--- src/gpcp_pkg.sv ---
/*
  Constants shared by the pin configuration bank: register indices,
  write masks, field positions, reset value and pin numbering.
  Assumes a 32-bit AHB-Lite bus with one word per register.
*/
package gpcp_pkg;

  // ************************************************************
  // Register indices (byte address is four times the index)
  // ************************************************************
  localparam logic [5:0] GPCP_IDX_P0_PIN7   = 6'h0c;
  localparam logic [5:0] GPCP_IDX_USB_PLUS  = 6'h0d;
  localparam logic [5:0] GPCP_IDX_USB_MINUS = 6'h0e;
  localparam logic [5:0] GPCP_IDX_P1_PIN2   = 6'h0f;
  localparam logic [5:0] GPCP_IDX_P1_PIN3   = 6'h10;
  localparam logic [5:0] GPCP_IDX_P1_PIN4   = 6'h11;
  localparam logic [5:0] GPCP_IDX_P1_PIN5   = 6'h12;
  localparam logic [5:0] GPCP_IDX_P1_PIN6   = 6'h13;
  localparam logic [5:0] GPCP_IDX_P1_PIN7   = 6'h14;
  localparam logic [5:0] GPCP_IDX_PORT2     = 6'h15;
  localparam logic [5:0] GPCP_IDX_FIRST     = GPCP_IDX_P0_PIN7;
  localparam logic [5:0] GPCP_IDX_LAST      = GPCP_IDX_PORT2;
  localparam int         GPCP_NUM_REGS      = 10;

  // ************************************************************
  // Writable bits of each register, reset value
  // ************************************************************
  localparam logic [7:0] GPCP_MASK_P0_PIN7   = 8'h77;
  localparam logic [7:0] GPCP_MASK_USB_PLUS  = 8'he3;
  localparam logic [7:0] GPCP_MASK_USB_MINUS = 8'h65;
  localparam logic [7:0] GPCP_MASK_P1_PIN2   = 8'hf7;
  localparam logic [7:0] GPCP_MASK_P1_PIN3   = 8'h7f;
  localparam logic [7:0] GPCP_MASK_P1_SPI    = 8'hff;
  localparam logic [7:0] GPCP_MASK_P1_PIN7   = 8'h7f;
  localparam logic [7:0] GPCP_MASK_PORT2     = 8'h7f;
  localparam logic [7:0] GPCP_CFG_RESET      = 8'h00;

  // ************************************************************
  // Field positions
  // ************************************************************
  localparam int GPCP_BIT_ALT      = 7;
  localparam int GPCP_BIT_INT_EN   = 6;
  localparam int GPCP_BIT_ACT_LOW  = 5;
  localparam int GPCP_BIT_TTL      = 4;
  localparam int GPCP_BIT_DRV_3V3  = 4;
  localparam int GPCP_BIT_HI_SINK  = 3;
  localparam int GPCP_BIT_OPEN_DR  = 2;
  localparam int GPCP_BIT_PULLUP   = 1;
  localparam int GPCP_BIT_LIFT_ON  = 1;
  localparam int GPCP_BIT_OUT_EN   = 0;

  // ************************************************************
  // Pin numbering of the pin vectors
  // ************************************************************
  localparam int GPCP_NUM_PINS  = 11;
  localparam int GPCP_PIN_P07   = 0;
  localparam int GPCP_PIN_P10   = 1;
  localparam int GPCP_PIN_P11   = 2;
  localparam int GPCP_PIN_P12   = 3;
  localparam int GPCP_PIN_P13   = 4;
  localparam int GPCP_PIN_P14   = 5;
  localparam int GPCP_PIN_P17   = 8;
  localparam int GPCP_PIN_P20   = 9;
  localparam int GPCP_PIN_P21   = 10;

  // Serial role codes
  localparam logic [1:0] GPCP_SPI_MASTER = 2'h1;
  localparam logic [1:0] GPCP_SPI_SLAVE  = 2'h2;

endpackage
--- src/gpcp_gpio_pin_config_port.sv ---
/*
  Pin configuration bank for P0.7, P1.0-P1.7 and P2.0-P2.1 behind an
  AHB-Lite slave, with per-pin edge interrupt detection and the shared
  USB, clock-output and serial takeovers.
  Assumes the pin pads resolve out/oe/pull-up, pin inputs are already
  synchronous to hclk, and port data, serial engine and USB transceiver
  live outside and feed their signals in.
*/
// The AHB-Lite slave port was left to the implementer.

// Overview of operation
// RL1: USB enabled makes P1.0/P1.1 registers ineffective
// RL2: P1.0 output only pulls low or releases
// RL3: Shared lift bit pulls up P1.0 and P1.1
// RL4: Bit 0 enables P1.0 and P1.1 drivers
// RL5: P1.1 pull-up comes only from shared bit
// RL6: P1.2 bit 7 routes clock to pin
// RL7: Serial logic drives P1.3 while serial enabled
// RL8: P1.3 to P1.7 always TTL thresholds
// RL9: P1.4-P1.6 serial drive needs alternate bit set
// RL10: Pin options apply in serial and GPIO roles
// RL11: Serial sets direction of P1.3, P1.5, P1.6
// RL12: Firmware sets P1.4 direction in serial role
// RL13: P0.7 register with bits 7 and 3 reserved
// RL14: One port 2 register controls both pins
// RL15: Firmware parks unbonded pins in defined state
// RL16: Firmware masks unbonded bits of port 0
// RL17: Enabled pin raises edge interrupt either direction
// RL18: Polarity bit set means falling edge
// RL19: Open-drain releases on one, drives low zero
// RL20: Output enable bit turns driver on
// RL21: All configuration registers reset to zero
module gpcp_gpio_pin_config_port
  import gpcp_pkg::*;
(
  input  wire logic        hclk,
  input  wire logic        hresetn,
  input  wire logic        hsel,
  input  wire logic [31:0] haddr,
  input  wire logic [1:0]  htrans,
  input  wire logic        hwrite,
  input  wire logic [2:0]  hsize,
  input  wire logic [31:0] hwdata,
  input  wire logic        hready,
  output logic             hreadyout,
  output logic             hresp,
  output logic [31:0]      hrdata,
  input  wire logic        usb_en,
  input  wire logic [1:0]  spi_mode,
  input  wire logic [3:0]  spi_oe,
  input  wire logic [3:0]  spi_out,
  input  wire logic        clk_src,
  input  wire logic [10:0] gpio_data,
  input  wire logic [10:0] pin_in,
  output logic      [10:0] pin_out,
  output logic      [10:0] pin_oe,
  output logic      [10:0] pin_pullup,
  output logic      [10:0] pin_ttl,
  output logic      [10:0] pin_high_sink,
  output logic      [10:0] pin_drive_3v3,
  output logic      [10:0] pin_irq
);

  // ************************************************************
  // Bus decode
  // ************************************************************

  logic [7:0]  cfg_ff [GPCP_NUM_REGS];
  logic [7:0]  wmask  [GPCP_NUM_REGS];
  logic        wr_pend_ff;
  logic [3:0]  wr_slot_ff;
  logic [31:0] hrdata_ff;
  logic [10:0] prev_in_ff;
  logic [10:0] irq_ff;

  wire         addr_take;
  wire         idx_hit;
  wire  [5:0]  idx;
  wire  [5:0]  slot_wide;
  wire  [3:0]  slot;
  wire  [7:0]  wr_byte;
  wire  [7:0]  rd_byte;
  wire  [31:0] nxt_hrdata;

  // Address phase taken only on a valid transfer while the bus is ready
  assign addr_take = hsel & hready & htrans[1];
  assign idx       = haddr[7:2];
  assign idx_hit   = (haddr[31:8] == 24'h000000) &&
                     (idx >= GPCP_IDX_FIRST) && (idx <= GPCP_IDX_LAST);
  assign slot_wide = idx - GPCP_IDX_FIRST;
  assign slot      = slot_wide[3:0];
  assign wr_byte   = hwdata[7:0] & wmask[wr_slot_ff];

  // Write masks hold reserved bits at zero
  assign wmask[0] = GPCP_MASK_P0_PIN7; // RL13
  assign wmask[1] = GPCP_MASK_USB_PLUS;
  assign wmask[2] = GPCP_MASK_USB_MINUS; // RL5
  assign wmask[3] = GPCP_MASK_P1_PIN2;
  assign wmask[4] = GPCP_MASK_P1_PIN3;
  assign wmask[5] = GPCP_MASK_P1_SPI;
  assign wmask[6] = GPCP_MASK_P1_SPI;
  assign wmask[7] = GPCP_MASK_P1_SPI;
  assign wmask[8] = GPCP_MASK_P1_PIN7;
  assign wmask[9] = GPCP_MASK_PORT2; // RL14

  // Forward a write still in its data phase so a read never sees stale data
  assign rd_byte    = (wr_pend_ff && (wr_slot_ff == slot)) ? wr_byte
                                                           : cfg_ff[slot];
  assign nxt_hrdata = (addr_take && !hwrite && idx_hit)
                      ? {24'h000000, rd_byte} : 32'h00000000;

  // Zero wait states; every answer is OKAY
  assign hreadyout = 1'b1;
  assign hresp     = 1'b0;
  assign hrdata    = hrdata_ff;

  // ************************************************************
  // Register file
  // ************************************************************

  // Pending write: captured in address phase, applied in data phase
  always_ff @(posedge hclk or negedge hresetn)
  begin
    if (!hresetn)
    begin
      wr_pend_ff <= 1'b0;
      wr_slot_ff <= 4'h0;
      hrdata_ff  <= 32'h00000000;
    end
    else
    begin
      wr_pend_ff <= addr_take & hwrite & idx_hit;
      wr_slot_ff <= slot;
      hrdata_ff  <= nxt_hrdata;
    end
  end

  // Configuration bytes; unmapped writes fall away silently
  always_ff @(posedge hclk or negedge hresetn)
  begin
    if (!hresetn)
    begin
      for (int r = 0; r < GPCP_NUM_REGS; r++)
      begin
        cfg_ff[r] <= GPCP_CFG_RESET; // RL21
      end
    end
    else if (wr_pend_ff)
    begin
      cfg_ff[wr_slot_ff] <= wr_byte;
    end
  end

  // ************************************************************
  // Per-pin configuration view
  // ************************************************************

  wire [7:0] cfg_pin [GPCP_NUM_PINS];
  wire       spi_active;
  wire       clk_route;
  wire [3:0] spi_take;
  wire [10:0] data_sel;
  wire [10:0] drv_sel;
  wire [10:0] od_sel;
  wire [10:0] int_en;
  wire [10:0] rise;
  wire [10:0] fall;

  // Pins 0..8 map one to one onto slots; both port 2 pins share slot 9
  genvar g;
  generate
    for (g = 0; g < GPCP_PIN_P20; g++)
    begin : g_cfg
      assign cfg_pin[g] = cfg_ff[g];
    end
  endgenerate
  assign cfg_pin[GPCP_PIN_P20] = cfg_ff[9]; // RL14
  assign cfg_pin[GPCP_PIN_P21] = cfg_ff[9]; // RL14

  // Serial engine counts as enabled only in master or slave role
  assign spi_active = (spi_mode == GPCP_SPI_MASTER) ||
                      (spi_mode == GPCP_SPI_SLAVE);
  assign clk_route  = cfg_pin[GPCP_PIN_P12][GPCP_BIT_ALT];
  // P1.3 has no alternate bit, so it follows the engine alone
  assign spi_take[0] = spi_active; // RL7
  assign spi_take[1] = spi_active & cfg_pin[5][GPCP_BIT_ALT]; // RL9
  assign spi_take[2] = spi_active & cfg_pin[6][GPCP_BIT_ALT]; // RL9
  assign spi_take[3] = spi_active & cfg_pin[7][GPCP_BIT_ALT]; // RL9

  // ************************************************************
  // Output source, driver enable and open-drain selection
  // ************************************************************

  // P0.7 plain GPIO
  assign data_sel[0] = gpio_data[0];
  assign drv_sel[0]  = cfg_pin[0][GPCP_BIT_OUT_EN]; // RL20
  assign od_sel[0]   = cfg_pin[0][GPCP_BIT_OPEN_DR];

  // USB lines: driver only while USB is off; never sources a high
  assign data_sel[1] = gpio_data[1];
  assign drv_sel[1]  = ~usb_en & cfg_pin[1][GPCP_BIT_OUT_EN]; // RL1 RL4
  assign od_sel[1]   = 1'b1; // RL2
  assign data_sel[2] = gpio_data[2];
  assign drv_sel[2]  = ~usb_en & cfg_pin[2][GPCP_BIT_OUT_EN]; // RL1 RL4
  assign od_sel[2]   = 1'b1; // No sourcing capability on this line

  // P1.2: clock output overrides the GPIO driver
  assign data_sel[3] = clk_route ? clk_src : gpio_data[3]; // RL6
  assign drv_sel[3]  = clk_route | cfg_pin[3][GPCP_BIT_OUT_EN]; // RL6
  assign od_sel[3]   = ~clk_route & cfg_pin[3][GPCP_BIT_OPEN_DR];

  // P1.3: serial engine owns level and direction while active
  assign data_sel[4] = spi_take[0] ? spi_out[0] : gpio_data[4]; // RL7
  assign drv_sel[4]  = spi_take[0] ? spi_oe[0]             // RL11
                                   : cfg_pin[4][GPCP_BIT_OUT_EN];
  assign od_sel[4]   = cfg_pin[4][GPCP_BIT_OPEN_DR]; // RL10

  // P1.4: level from engine, direction always from firmware
  assign data_sel[5] = spi_take[1] ? spi_out[1] : gpio_data[5]; // RL9
  assign drv_sel[5]  = cfg_pin[5][GPCP_BIT_OUT_EN]; // RL11 RL12
  assign od_sel[5]   = cfg_pin[5][GPCP_BIT_OPEN_DR]; // RL10

  // P1.5 and P1.6: engine sets direction too
  assign data_sel[6] = spi_take[2] ? spi_out[2] : gpio_data[6]; // RL9
  assign drv_sel[6]  = spi_take[2] ? spi_oe[2]             // RL11
                                   : cfg_pin[6][GPCP_BIT_OUT_EN];
  assign od_sel[6]   = cfg_pin[6][GPCP_BIT_OPEN_DR]; // RL10
  assign data_sel[7] = spi_take[3] ? spi_out[3] : gpio_data[7]; // RL9
  assign drv_sel[7]  = spi_take[3] ? spi_oe[3]             // RL11
                                   : cfg_pin[7][GPCP_BIT_OUT_EN];
  assign od_sel[7]   = cfg_pin[7][GPCP_BIT_OPEN_DR]; // RL10

  // P1.7 and port 2 pins: plain GPIO
  assign data_sel[8]  = gpio_data[8];
  assign drv_sel[8]   = cfg_pin[8][GPCP_BIT_OUT_EN];
  assign od_sel[8]    = cfg_pin[8][GPCP_BIT_OPEN_DR];
  assign data_sel[9]  = gpio_data[9];
  assign drv_sel[9]   = cfg_pin[9][GPCP_BIT_OUT_EN]; // RL14
  assign od_sel[9]    = cfg_pin[9][GPCP_BIT_OPEN_DR];
  assign data_sel[10] = gpio_data[10];
  assign drv_sel[10]  = cfg_pin[10][GPCP_BIT_OUT_EN]; // RL14
  assign od_sel[10]   = cfg_pin[10][GPCP_BIT_OPEN_DR];

  // ************************************************************
  // Pad controls and edge detection, one copy per pin
  // ************************************************************

  // Open-drain releases a one instead of driving it, so a line shared
  // with other open-drain parties never fights them
  generate
    for (g = 0; g < GPCP_NUM_PINS; g++)
    begin : g_pin
      assign pin_oe[g]  = drv_sel[g] & ~(od_sel[g] & data_sel[g]); // RL19
      assign pin_out[g] = data_sel[g] & ~od_sel[g]; // RL19
      assign rise[g]    = pin_in[g] & ~prev_in_ff[g];
      assign fall[g]    = ~pin_in[g] & prev_in_ff[g];
    end
  endgenerate

  // Interrupt enables; USB lines lose theirs while USB runs
  generate
    for (g = 0; g < GPCP_NUM_PINS; g++)
    begin : g_ie
      if ((g == GPCP_PIN_P10) || (g == GPCP_PIN_P11))
      begin : g_usb
        assign int_en[g] = ~usb_en & cfg_pin[g][GPCP_BIT_INT_EN]; // RL1
      end
      else
      begin : g_plain
        assign int_en[g] = cfg_pin[g][GPCP_BIT_INT_EN]; // RL17
      end
    end
  endgenerate

  // Pull-ups: the USB pair shares the lift bit of the plus-line register
  assign pin_pullup[0]    = cfg_pin[0][GPCP_BIT_PULLUP];
  assign pin_pullup[1]    = ~usb_en & cfg_pin[1][GPCP_BIT_LIFT_ON]; // RL3
  assign pin_pullup[2]    = ~usb_en & cfg_pin[1][GPCP_BIT_LIFT_ON]; // RL5
  assign pin_pullup[10:3] = {cfg_pin[10][GPCP_BIT_PULLUP],
                             cfg_pin[9][GPCP_BIT_PULLUP],
                             cfg_pin[8][GPCP_BIT_PULLUP],
                             cfg_pin[7][GPCP_BIT_PULLUP],
                             cfg_pin[6][GPCP_BIT_PULLUP],
                             cfg_pin[5][GPCP_BIT_PULLUP],
                             cfg_pin[4][GPCP_BIT_PULLUP],
                             cfg_pin[3][GPCP_BIT_PULLUP]}; // RL10

  // Thresholds: P1.3-P1.7 fixed at TTL, USB pair has no choice
  assign pin_ttl[0]    = cfg_pin[0][GPCP_BIT_TTL];
  assign pin_ttl[2:1]  = 2'h0;
  assign pin_ttl[3]    = cfg_pin[3][GPCP_BIT_TTL];
  assign pin_ttl[8:4]  = 5'h1f; // RL8
  assign pin_ttl[9]    = cfg_pin[9][GPCP_BIT_TTL];
  assign pin_ttl[10]   = cfg_pin[10][GPCP_BIT_TTL];

  // Sink strength and regulator drive where the pin has the option
  assign pin_high_sink[3:0]  = 4'h0;
  assign pin_high_sink[10:4] = {cfg_pin[10][GPCP_BIT_HI_SINK],
                                cfg_pin[9][GPCP_BIT_HI_SINK],
                                cfg_pin[8][GPCP_BIT_HI_SINK],
                                cfg_pin[7][GPCP_BIT_HI_SINK],
                                cfg_pin[6][GPCP_BIT_HI_SINK],
                                cfg_pin[5][GPCP_BIT_HI_SINK],
                                cfg_pin[4][GPCP_BIT_HI_SINK]}; // RL10
  assign pin_drive_3v3[3:0]  = 4'h0;
  assign pin_drive_3v3[7:4]  = {cfg_pin[7][GPCP_BIT_DRV_3V3],
                                cfg_pin[6][GPCP_BIT_DRV_3V3],
                                cfg_pin[5][GPCP_BIT_DRV_3V3],
                                cfg_pin[4][GPCP_BIT_DRV_3V3]}; // RL10
  assign pin_drive_3v3[10:8] = 3'h0;

  // Edge pulses; the input is watched even when the pin drives itself
  always_ff @(posedge hclk or negedge hresetn)
  begin
    if (!hresetn)
    begin
      prev_in_ff <= 11'h000;
      irq_ff     <= 11'h000;
    end
    else
    begin
      prev_in_ff <= pin_in;
      for (int p = 0; p < GPCP_NUM_PINS; p++)
      begin
        irq_ff[p] <= int_en[p] & (cfg_pin[p][GPCP_BIT_ACT_LOW]
                                  ? fall[p] : rise[p]); // RL17 RL18
      end
    end
  end
  assign pin_irq = irq_ff;

  // ************************************************************
  // Assertions
  // ************************************************************

  property p_usb_ignore;
    @(posedge hclk) disable iff (!hresetn)
      usb_en |-> (pin_oe[2:1] == 2'h0) && (pin_pullup[2:1] == 2'h0);
  endproperty
  a_usb_ignore: assert property (p_usb_ignore) // RL1
    else $error("USB pair driven while USB enabled");

  property p_plus_no_high;
    @(posedge hclk) disable iff (!hresetn)
      pin_oe[1] |-> !pin_out[1] && !gpio_data[1];
  endproperty
  a_plus_no_high: assert property (p_plus_no_high) // RL2
    else $error("P1.0 drives a high level");

  property p_shared_lift;
    @(posedge hclk) disable iff (!hresetn)
      !usb_en |-> (pin_pullup[1] == cfg_ff[1][1]) &&
                  (pin_pullup[2] == cfg_ff[1][1]);
  endproperty
  a_shared_lift: assert property (p_shared_lift) // RL3
    else $error("USB pair pull-up not from shared bit");

  property p_clk_route;
    @(posedge hclk) disable iff (!hresetn)
      cfg_ff[3][7] |-> pin_oe[3] && (pin_out[3] == clk_src);
  endproperty
  a_clk_route: assert property (p_clk_route) // RL6
    else $error("Clock not on P1.2");

  property p_p13_spi;
    @(posedge hclk) disable iff (!hresetn)
      spi_active && !cfg_ff[4][2] |->
        (pin_oe[4] == spi_oe[0]) && (pin_out[4] == spi_out[0]);
  endproperty
  a_p13_spi: assert property (p_p13_spi) // RL7
    else $error("P1.3 not under serial control");

  property p_ttl_fixed;
    @(posedge hclk) disable iff (!hresetn)
      pin_ttl[8:4] == 5'h1f;
  endproperty
  a_ttl_fixed: assert property (p_ttl_fixed) // RL8
    else $error("P1.3-P1.7 threshold not TTL");

  property p_p14_dir;
    @(posedge hclk) disable iff (!hresetn)
      spi_take[1] && !cfg_ff[5][2] |->
        (pin_oe[5] == cfg_ff[5][0]) && (pin_out[5] == spi_out[1]);
  endproperty
  a_p14_dir: assert property (p_p14_dir) // RL12
    else $error("P1.4 direction not from firmware");

  property p_p15_gpio;
    @(posedge hclk) disable iff (!hresetn)
      !cfg_ff[6][7] && !cfg_ff[6][2] |->
        (pin_oe[6] == cfg_ff[6][0]) && (pin_out[6] == gpio_data[6]);
  endproperty
  a_p15_gpio: assert property (p_p15_gpio) // RL9
    else $error("P1.5 taken without alternate bit");

  property p_open_drain;
    @(posedge hclk) disable iff (!hresetn)
      cfg_ff[0][2] && cfg_ff[0][0] |->
        (pin_oe[0] == !gpio_data[0]) && !pin_out[0];
  endproperty
  a_open_drain: assert property (p_open_drain) // RL19
    else $error("Open-drain P0.7 drives high");

  property p_port2_joint;
    @(posedge hclk) disable iff (!hresetn)
      (pin_pullup[9] == pin_pullup[10]) && (pin_ttl[9] == pin_ttl[10]) &&
      (pin_high_sink[9] == pin_high_sink[10]);
  endproperty
  a_port2_joint: assert property (p_port2_joint) // RL14
    else $error("Port 2 pins configured apart");

  property p_reserved_zero;
    @(posedge hclk) disable iff (!hresetn)
      wr_pend_ff && (wr_slot_ff == 4'h0) |=> (cfg_ff[0] & 8'h88) == 8'h00;
  endproperty
  a_reserved_zero: assert property (p_reserved_zero) // RL13
    else $error("P0.7 reserved bits stored");

  property p_rise_irq;
    @(posedge hclk) disable iff (!hresetn)
      $rose(pin_in[0]) && cfg_ff[0][6] && !cfg_ff[0][5] |=> pin_irq[0];
  endproperty
  a_rise_irq: assert property (p_rise_irq) // RL17
    else $error("Rising edge lost on P0.7");

  property p_fall_irq;
    @(posedge hclk) disable iff (!hresetn)
      $fell(pin_in[8]) && cfg_ff[8][6] && cfg_ff[8][5] |=> pin_irq[8];
  endproperty
  a_fall_irq: assert property (p_fall_irq) // RL18
    else $error("Falling edge lost on P1.7");

  property p_no_irq_off;
    @(posedge hclk) disable iff (!hresetn)
      !cfg_ff[9][6] |=> pin_irq[10:9] == 2'h0;
  endproperty
  a_no_irq_off: assert property (p_no_irq_off) // RL17
    else $error("Interrupt from disabled port 2");

  c_usb_on:  cover property (@(posedge hclk) disable iff (!hresetn)
                             $rose(usb_en));
  c_spi_p15: cover property (@(posedge hclk) disable iff (!hresetn)
                             spi_take[2] && pin_oe[6]);
  c_clk_out: cover property (@(posedge hclk) disable iff (!hresetn)
                             clk_route && pin_oe[3]);
  c_irq:     cover property (@(posedge hclk) disable iff (!hresetn)
                             pin_irq != 11'h000);

endmodule

--- config.mk ---
export PLATFORM = sky130hd
export DESIGN_NAME = gpcp_gpio_pin_config_port
export DESIGN_NICKNAME = d
export VERILOG_FILES = /design/src/gpcp_pkg.sv /design/src/gpcp_gpio_pin_config_port.sv
export SDC_FILE = /design/constraint.sdc
export NUM_CORES = 1
export LEC_CHECK = 0
export ABC_AREA = 0
export BUFFER_PORTS_ARGS = -buffer_cell sky130_fd_sc_hd__buf_2
export CAP_MARGIN = 30
export CORE_MARGIN = 4
export CORE_UTILIZATION = 31
export DETAILED_ROUTE_END_ITERATION = 8
export HOLD_SLACK_MARGIN = 0.15
export PLACE_DENSITY_LB_ADDON = 0.25
export SLEW_MARGIN = 20
export SYNTH_ARGS = -nofsm -noshare
export SYNTH_HDL_FRONTEND = slang
export SYNTH_SLANG_ARGS = --single-unit
export TNS_END_PERCENT = 50
--- constraint.sdc ---
create_clock -name hclk -period 2.24 [get_ports hclk]
set_input_delay 0.336 -clock hclk [delete_from_list [all_inputs] [get_ports hclk]]
set_output_delay 0.336 -clock hclk [all_outputs]
set_load 0.02 [all_outputs]
# [Word level (Yosys, flattened, before mapping)]
# Memories as Yosys holds them, arrays and structs flattened.
# Index checks and enable logic that the tools add are counted.
[totals] register_bits=115 mem_bits_ro=128 input_bits=108 output_inout_bits=111 memories=1
[op_classes] addsub=1 order_cmp=5 eq_ne=3 muxes=29 bitwise=122 reduce_logical=9
[mem_list] name="(no name shown)" words=16 word_bits=8 rd=1 rd_ports_with_merged_regs=0 write_ports=0 line_no="gpcp_gpio_pin_config_port.sv:92" source="assign wr_byte = hwdata[7:0] & wmask[wr_slot_ff];"
[op_table] op="$bwmux 80" count=1
[op_table] op="$and 1x1->1" count=75
[op_table] op="$mux 8" count=7
[op_table] op="$not 1->1" count=43
[op_table] op="$bmux 8 s4" count=1
[op_table] op="$demux 8 s4" count=1
[op_table] op="$logic_not 24->1" count=1
[op_table] op="$mux 1" count=19
[op_table] op="$ge 5x5->1 const B" count=2
[op_table] op="$not 4->5" count=2
[op_table] op="$and 8x8->8" count=1
[op_table] op="$ge 6x4->1 const B" count=1
[op_table] op="$le 6x5->1 const B" count=1
[op_table] op="$logic_and 1x1->1" count=6
[op_table] op="$lt 5x1->1 const B" count=1
[op_table] op="$eq 4x4->1" count=1
[op_table] op="$sub 4x4->4 const B" count=1
[op_table] op="$eq 2x1->1 const B" count=1
[op_table] op="$eq 2x2->1 const B" count=1
[op_table] op="$logic_not 1->1" count=1
[op_table] op="$logic_or 1x1->1" count=1
[op_table] op="$or 1x1->1" count=1

# [Depth between registers and ports, before layout]
# Gate-level depths: netlist of the first run.
[depth] depth_word=7 depth_mapped=8 ltp_nobuf=6

# [Worst setup path after synthesis of the first run]
# OpenSTA, ideal clock, no wires.
[synth_path] kind="in2reg" start="in haddr[5]" end="reg hrdata_ff[6], in the netlist hrdata[6]" arrival_time_ns=1.794 required_ns=2.144 path_slack_ns=0.350 cell_stages=8 cell_sequence="inv_1 > ha_1 > buf_6 > or3b_1 > buf_6 > a2bb2o_4 > a21oi_1 > a311oi_2"
[synth_between] elab_chain_cells=7 word_cells_on_any_way=14 cone_classes="add/sub (1); order compare (2); eq/ne (1); mux (5); bitwise (1); reduce/logical (4)"
[synth_rtl] item="start: declaration" line_no="gpcp_gpio_pin_config_port.sv:39" source="input wire logic [31:0] haddr,"
[synth_rtl] item="$sub 4x4->4" line_no="gpcp_gpio_pin_config_port.sv:90" source="assign slot_wide = idx - GPCP_IDX_FIRST;"
[synth_rtl] item="$not 4->5 (not written as such)" line_no="gpcp_gpio_pin_config_port.sv:108" source=": cfg_ff[slot];"
[synth_rtl] item="$bmux 8 s4" line_no="gpcp_gpio_pin_config_port.sv:108"
[synth_rtl] item="$mux 8 (not written as such) (2 in a row)" line_no="gpcp_gpio_pin_config_port.sv:108"
[synth_rtl] item="$mux 8" line_no="gpcp_gpio_pin_config_port.sv:107" source="assign rd_byte = (wr_pend_ff && (wr_slot_ff == slot)) ? wr_byte"
[synth_rtl] item="$mux 8 (*)" line_no="gpcp_gpio_pin_config_port.sv:110" source="? {24'h000000, rd_byte} : 32'h00000000;"
[synth_rtl] item="net nxt_hrdata[6]" line_no="gpcp_gpio_pin_config_port.sv:83" source="wire [31:0] nxt_hrdata;"
[synth_rtl] item="end signal: assignment" line_no="gpcp_gpio_pin_config_port.sv:134" source="hrdata_ff <= nxt_hrdata;"
[synth_rtl] item="end: declaration" line_no="gpcp_gpio_pin_config_port.sv:72" source="logic [31:0] hrdata_ff;"
# Mark *: on every way through the listed nets, which the timed path passes. The rest lies on a longest branch. The select of a mux whose other input is x is not followed.
# A chain may end at the register's enable or synchronous reset.

# [Worst setup path in the final report of the first run]
[layout_path] start="reg cfg_ff[23] (netlist bit)" end="out pin_oe[7]"
[layout_between] elab_chain_cells=5 word_cells_on_any_way=6 cone_classes="mux (2); bitwise (4)"
[layout_rtl] item="start: declaration" line_no="gpcp_gpio_pin_config_port.sv:68" source="logic [7:0] cfg_ff [GPCP_NUM_REGS];"
[layout_rtl] item="start signal: indexed assignment" line_no="gpcp_gpio_pin_config_port.sv:150" source="cfg_ff[wr_slot_ff] <= wr_byte;"
[layout_rtl] item="$and 1x1->1 (*)" line_no="gpcp_gpio_pin_config_port.sv:188" source="assign spi_take[3] = spi_active & cfg_pin[7][GPCP_BIT_ALT];"
[layout_rtl] item="$mux 1" line_no="gpcp_gpio_pin_config_port.sv:228" source="assign data_sel[7] = spi_take[3] ? spi_out[3] : gpio_data[7];"
[layout_rtl] item="$and 1x1->1" line_no="gpcp_gpio_pin_config_port.sv:253" source="assign pin_oe[g] = drv_sel[g] & ~(od_sel[g] & data_sel[g]);"
[layout_rtl] item="$not 1->1" line_no="gpcp_gpio_pin_config_port.sv:253"
[layout_rtl] item="$and 1x1->1 (*)" line_no="gpcp_gpio_pin_config_port.sv:253"
[layout_rtl] item="end: declaration" line_no="gpcp_gpio_pin_config_port.sv:56" source="output logic [10:0] pin_oe,"
# Mark *: on every way between the ends. The rest lies on a longest branch, timed or not.

==> results of run 1 <==
[layout by cell type (no fill, tap or decap), types with 2 or more instances in the layout]
master,count
o21ai_1,2
nor4_1,5
a21boi_0,4
inv_1,12
buf_4,16
and2_1,16
clkbuf_16,17
clkbuf_8,5
nor2_1,30
ha_1,6
nand2_1,59
nor2b_1,9
o2111ai_1,3
nand3_1,17
o21ai_0,43
nor3b_1,8
nor3_1,3
mux2i_1,12
dlygate4sd3_1,12
mux4_2,16
clkbuf_1,3
buf_2,140
mux2_1,2
clkinv_2,4
dfrtp_1,115
conb_1,46
a311oi_1,7
a22o_1,2
mux2_2,36
buf_12,3
xor2_1,2
nand2b_1,3
a21oi_1,14
[cell families after synthesis]
kind of cell               after synthesis  share of synthesized area (%)
adders and majority gates                6                           1.27
other                                    2                          0.127
and+or+nand+nor                        160                           13.2
DFF                                    115                           48.7
xor gates and xnor gates                 2                          0.297
buffers and inverters                  107                           12.1
muxes                                   66                           15.4
AOI/OAI and AO/OA                       83                           8.86
[metal layers]
layer | vias to the layer above | GRT usage (%) | share of wire, % | routed length, um
li1 | 2045 | - | - | -
met1 | 2142 | 18.1 | 43 | 6680
met2 | 134 | 24.5 | 50 | 7730
met3 | 15 | 4.62 | 5.3 | 821
met4 | 0 | 4.37 | 1.2 | 188
met5 | - | 0 | 0 | 0
[flip-flops by register name, indices dropped and copies added, names as in the netlist]
| register | flops |
|---|---|
| pin_irq | 11 |
| hrdata | 8 |
| prev_in_ff | 11 |
| pin_ttl | 3 |
| pin_high_sink | 6 |
| wr_slot_ff | 4 |
| cfg_ff | 59 |
| wr_pend_ff | 1 |
| pin_drive_3v3 | 4 |
| pin_pullup | 8 |
[per-stage QoR]
| stage | power (uW) | hold slack [ps] |
|---|---|---|
| 2_1_floorplan | 2610 | 40.4 |
| 3_3_place_gp | 2760 | 311 |
| 3_5_place_dp | 2780 | 322 |
| 4_1_cts | 5350 | 154 |
| 5_1_grt | 5510 | 174 |
| 6_report | 5290 | 163 |
[layout make-up]
type                    count  area (um^2)
clock buffers              25          505
clock inverters             5         50.0
fillers                  1863        11500
inverters                  12         45.0
multi-input cells         363         2480
flip-flops and latches    115         2880
well taps                 234          293
repair buffers            171         1000
[final timing paths]
path                          startpoint  slack, ps  cells past startpoint             to
setup / recovery              cfg_ff[23]        270                      4      pin_oe[7]
hold / removal                    usb_en        160                      2     pin_irq[2]
setup reg to reg           wr_slot_ff[0]        440                      4     cfg_ff[78]
hold reg to reg               cfg_ff[59]        480                      1     cfg_ff[59]
max in group asynchronous        hresetn       1190                      3  wr_slot_ff[1]
min in group asynchronous        hresetn        420                      2     pin_irq[9]
[where the power goes]
part           leakage [uW]  switching, uW  internal (uW)  total, uW
Sequential          0.00130           44.3           2140       2180
Combinational       0.00190            345            230        575
Clock              0.000279            885           1650       2530
[worst max-delay path, stage by stage, from the launching register on]
cell and delay [ps]:
dfrtp_1 400, nand2_1 120, mux2_1 340, a21oi_1 150, buf_2 190
==> flow_results.org, run 1 <==
** GRT
- Initial antenna violation count :: 0
- Via count of the first global-routing pass :: 4,410
- Entering global routing, the biggest net connects 52 pins.
- Remaining global-route overflow :: 0
- The first global-routing pass estimated 24,200 um of wire.
- Global routing consumed, over all layers together, 14.6% of the routing resources.

** Routing
- Starting DRC count in detailed routing :: 233
- Summed over all layers, the routed wires come to 15,400 um.
- Once detail routing completed, the nets flagged for antenna violations numbered 0.
- Using the TritonRoute via totals, the vias-per-cell ratio works out to 4.69.
- Final routed wire length divided by cell count :: 16.7 um
- Total vias in the final route :: 4,336
- The first detailed-routing pass ran for 4 iterations.
- Post-route DRC :: 0

** Clocking
- Number of resized instances in the post-cts repair step :: 0
- Root buffer cell :: clkbuf_16
- For this design, the sink count on the clock tree is 115.
- TritonCTS clock tree :: built
- Total setup buffers inserted after CTS :: 0
- Hold_buf cts :: 12
- Counting the buffers created by CTS gives 17.
- H-tree Lvls :: 4
- Counting along the longest clock path gives a buffer depth of 2.
- Clock Pin Slew Worst Setup and Hold Paths :: 50 ps
- Later-pin clock latency in the skew report :: 410 ps

** Layout
- The number of antenna diodes in the final layout is 0.
- Area added between synthesis and finish :: 22.8%
- Share of layout cells above drive strength 1 :: 35.2%
- Post-route standard cell area excluding fillers :: 7250 um^2
- The final layout contains 794 nets.
- Post-Layout Cell Count :: 925
- Cells fill 38.8% of the core in the end.

** Floorplan
- Total Die Area :: 21,300 um^2
- From left edge to right edge, the die measures 146 um.
- # rows :: 50
- The initial utilization of the core area, before any placement, comes to 31.6%.
- In this run the vertical extent of the chip is 146 um.
- Core area :: 18,700 um^2
- Number of top-level pins :: 219

** Pwr
- Total power density per cell area :: 730 nW/um^2
- VDD IR max :: 0.000531 V
- Leakage power of the design :: 0.00348 uW

** Worst setup path
- CP startpoint kind :: register
- Largest driver fanout on the critical path :: 3
- For the worst setup path, the data required time is 1900 ps.
- For the worst setup path, the data arrival time is 1630 ps.
- By startpoint and endpoint, the worst setup path is classified as reg2out.
- STA classifies the critical path endpoint as an output pin.

** Timing
- Final period demand of the worst path :: 1970 ps
- Across all setup checks in the final design, the least slack found is 275 ps.
- Final Setup Violations :: 0
- The number of max-slew violations in the final report is 0.
- The number of hold-slack violations in the final timing report is 0.
- Highest Clock Rate :: 0.509 GHz
- In this run the tightest slew margin relative to its limit is 62.3%.
- Least-Margin Pin Slew :: 565 ps
- Largest clock skew in the final design :: 6.92 ps
- Adding up every negative setup slack in the final design gives 0 ps.
- Crit share post-route :: 87.7%
- RSZ-0062 raised after global routing :: no

** Logic synthesis
- Synth area leaders :: dfrtp_1, buf_4, mux2_2, mux4_2, nand2_1
- Most used standard cell by instance count after synthesis :: dfrtp_1
- Number of enable flip-flop cells after synthesis :: 0
- Count of yosys warnings during synthesis :: 0
- Commonest cells in the synthesized netlist :: dfrtp_1, buf_4, nand2_1, o21ai_0, mux2_2
- Netlist area before placement :: 5900 um^2
- Count of different cell masters after synthesis :: 47
- Average cell area after synthesis :: 10.9 um^2
- After synthesis the netlist holds a flip-flop and latch count of 115.
- Sequential cells were found to cover 48.7% of the synthesized design area.
- The biggest area contributor in the post-synthesis netlist is dfrtp_1.
- Fraction of post-synthesis cell area in the top cell type by area :: 48.7%
- Top_reg_cell synth :: dfrtp_1
- Synthesized instance count :: 541
- Share of flip-flops with an asynchronous set or reset :: 100%

** Placement
- Timing analysis after detailed placement gives a worst setup slack of 127 ps.
- Counting tap cells, the placed design contains a total of 883 instances.
- Input/output buffers :: 141
- In this run the cell area measured after placement is 6570 um^2.
- The HPWL after detailed placement is 11,600 um.
- Routability cong. :: 0.794

** Worst hold path
- Min-delay worst type :: in2reg

** Outcome
- Result of the run :: completed

** Job
- Max-cap violations :: 0
(Power assumes the default switching activity.)
==> run 2, diff against run 1 <==
==> constraint.sdc (replaced) <==
create_clock -name hclk -period 2 [get_ports hclk]
set_input_delay 0.3 -clock hclk [delete_from_list [all_inputs] [get_ports hclk]]
set_output_delay 0.3 -clock hclk [all_outputs]
set_load 0.02 [all_outputs]
==> flow_results.org, run 2 (synthesis results as in run 1) <==
** Pwr
- Internal Pwr Total :: 4360 uW (was 4020 uW)
- The total power density per cell area is 792 nW/um^2 (was 730 nW/um^2).
- Switching power as a share of total power :: 24.7% (was 24.1%)
- Total power :: 5790 uW (was 5290 uW)
- The switching power came to 1430 uW (was 1270 uW).
- Clk pwr share :: 46.5% (was 47.9%)
- The worst voltage drop across the vdd grid was 0.000556 V (was 0.000531 V).
- The sequential share of power was 42.2% (was 41.2%).
- The static leakage power was 0.00351 uW (was 0.00348 uW).
- The combinational group share of total power was 11.3% (was 10.9%).

** Routing
- The length of the first detailed-routing pass in iterations is 4 (unchanged).
- Final ANT Viol Nets :: 0 (unchanged)
- Total vias in the final route :: 4,395 (was 4,336)
- Via/cell ratio :: 4.69 (about the same)
- Final routed wire length divided by cell count :: 16.5 um (was 16.7 um)
- The first-iteration detailed-routing DRC count was 280 (was 233).
- WL final :: 15,500 um (was 15,400 um)
- The final routed DRC violation total was 0 (unchanged).

** Timing
- After layout, the worst path uses 94.4% of the clock period.
- Least-Margin Pin Slew :: 635 ps (was 565 ps)
- The number of endpoints failing setup at the final stage was 0 (unchanged).
- The worst path in the final design needs a cycle of 1890 ps, including I/O delays and setup.
- Highest Clock Rate :: 0.530 GHz
- Final Hold Fails :: 0 (unchanged)
- RSZ-0062 raised after global routing :: no (unchanged)
- Largest clock skew in the final design :: 21.3 ps (was 6.92 ps)
- Remaining max-slew budget at the tightest pin :: 57.7% (was 62.3%)
- The slack of the critical path was 113 ps (was 275 ps).
- The number of max-slew violations in the final report came to 0 (unchanged).

** Worst setup path
- Crit-path cells: nand2_1, mux2_1, a21oi_1, buf_2 (unchanged).
- CP startpoint kind :: register (unchanged)
- The origin of the critical flop-to-flop path was wr_slot_ff[0] (unchanged).
- Kind of capture point of the worst setup path :: output pin (unchanged)
- Endpoint arrival time on the critical path :: 1590 ps (was 1630 ps)
- The slowest cell on the critical path is dfrtp_1 (unchanged).
- The depth of the worst register-to-register path came to 4 (unchanged).
- Destination of the worst register-to-register timing path :: cfg_ff[61] (was cfg_ff[78])
- The data required time of the critical path is 1700 ps (was 1900 ps).
- Largest stage delay on the critical path :: 410 ps (was 400 ps)
- The biggest fanout along the worst timing path is 3 (unchanged).
- The kind of critical path is reg2out (unchanged).
- Worst R2R Setup Slack :: 240 ps (was 440 ps)

** Outcome
- Result of the run: completed (unchanged).

** Floorplan
- # rows :: 50 (unchanged)
- The chip width is 146 um (unchanged).
- Height of the die :: 146 um (unchanged)
- Core area :: 18,700 um^2 (unchanged)
- The floorplan die area is 21,300 um^2 (unchanged).
- Starting utilization of the core area :: 31.6% (unchanged)
- The I/O pin count was 219 (unchanged).

** GRT
- The pin count of the biggest net entering global routing is 116 (was 52).
- The number of antenna violations at the first check in global routing was 0 (unchanged).
- The overall fraction of global-route tracks in use is 14.7% (was 14.6%).
- Global-route wire length before repair :: 24,800 um (was 24,200 um)
- The via count of the first global-routing pass came to 4,555 (was 4,410).
- The aggregate global routing overflow is 0 (unchanged).

** Clocking
- The clock root buffer is clkbuf_16 (unchanged).
- Clock Pin Slew Worst Setup and Hold Paths :: 50 ps (about the same)
- Buffers from clock root to sink, at most :: 2 (unchanged)
- The total clock buffers created by CTS came to 17 (unchanged).
- The CTS tree is built (unchanged).
- H-tree Lvls :: 4 (unchanged)
- Later-pin clock latency in the skew report :: 420 ps (was 410 ps)
- The total setup buffers inserted after CTS was 0 (unchanged).
- Sinks on the clock net :: 115 (unchanged)

** Worst hold path
- Worst Hold End :: wr_slot_ff[1] (was pin_irq[2])
- Instance count along the most critical hold path :: 1 (was 2)
- The kind of path behind the tightest hold check is in2reg (unchanged).
- The hold path startpoint is haddr[3] (was usb_en).

** Placement
- Routability cong. :: 0.811 (was 0.794)
- The number of placed cells counting well taps came to 890 (was 883).
- The half-perimeter wire length after detailed placement is 11,700 um (was 11,600 um).
- The worst setup slack before clock tree synthesis came to -45.0 ps (was 127 ps).
- The placement-stage cell area came to 6630 um^2 (was 6570 um^2).
- The count of input and output buffers was 141 (unchanged).

** Layout
- Antenna cell count :: 0 (unchanged)
- Flip-flop count of the largest register after layout :: 59 (unchanged)
- Most used cells in the layout excluding fill and tap cells :: buf_2, dfrtp_1, nand2_1 (unchanged)
- Post-route standard cell area excluding fillers :: 7310 um^2 (was 7250 um^2)
- Layout net count :: 804 (was 794)
- Post-Layout Cell Count :: 937 (was 925)
- Most common cell after layout, fill and taps aside :: buf_2 (unchanged)
- Area added between synthesis and finish :: 23.8% (was 22.8%)
- Share of layout cells above drive strength 1 :: 35.4% (was 35.2%)
- The number of fill cells was 1,833 (was 1,863).
- Register with the highest flop count :: cfg_ff (unchanged)

** Job
- Max-cap violations :: 0 (unchanged)
-- run 2: cell count changes in the layout (fill, tap and decap cells not counted) --
cell           change
clkinv_2           +1
bufinv_16          -1
buf_4              +8
buf_2              -1
clkbuf_8           -1
clkbuf_1           +3
dlygate4sd3_1      +3
-- run 2: how the worst max path moves through the flow --
stage	start	to	slack (ps)	cells past startpoint
2_1_floorplan	haddr[5]	hrdata[6]	150	8
3_3_place_gp	haddr[5]	hrdata[0]	-10	8
3_5_place_dp	haddr[4]	hrdata[2]	-40	7
4_1_cts	cfg_ff[31]	pin_oe[6]	70	4
5_1_grt	cfg_ff[23]	pin_oe[7]	5	4
6_report	cfg_ff[31]	pin_oe[6]	110	4
-- run 2: power by group through the flow --
stage | logic, uW | registers, uW | clock network, uW
2_1_floorplan | 442 | 2480 | 0
3_3_place_gp | 620 | 2480 | 0
3_5_place_dp | 635 | 2480 | 0
4_1_cts | 659 | 2440 | 2760
5_1_grt | 719 | 2450 | 2870
6_report | 652 | 2440 | 2690
-- run 2: layout make-up --
type                    count  area, um^2  share of cell area (%)
repair buffers            181        1090                    14.9
clock buffers              27         503                    6.88
clock inverters             5        25.0                   0.342
multi-input cells         363        2480                    33.9
well taps                 234         293                    4.01
inverters                  12        45.0                   0.616
flip-flops and latches    115        2880                    39.4
-- run 2: worst max-delay path, delay by kind of cell (launching register included) --
| kind | cells | cell delay (ps) |
|---|---|---|
| buf+inv | 1 | 180 |
| compound gates | 1 | 150 |
| simple gates | 1 | 110 |
| flops | 1 | 410 |
| mux | 1 | 350 |
-- run 2: timing repair --
action | CTS | global route
hold endpoints to repair | 129 | 0
setup endpoints to repair | 0 | 1
hold buffers | 15 | 0
gates resized for setup | 0 | 1
-- run 2: metal layers --
layer | up-vias | GRT usage [%] | share of wire [%]
li1 | 2065 | - | -
met1 | 2183 | 18.4 | 43
met2 | 133 | 24.4 | 50
met3 | 14 | 4.87 | 5.2
met4 | 0 | 4.09 | 1.1
met5 | - | 0 | 0
-- run 2: stage by stage --
| step | setup TNS, ps | hold WS (ps) | utilization [%] |
|---|---|---|---|
| 2_1_floorplan | 0 | 4.41 | - |
| 3_3_place_gp | -74.8 | 433 | 35.4 |
| 3_5_place_dp | -262 | 436 | 35.4 |
| 4_1_cts | 0 | 173 | 39.1 |
| 5_1_grt | 0 | 180 | 39.1 |
| 6_report | 0 | 205 | 39.1 |
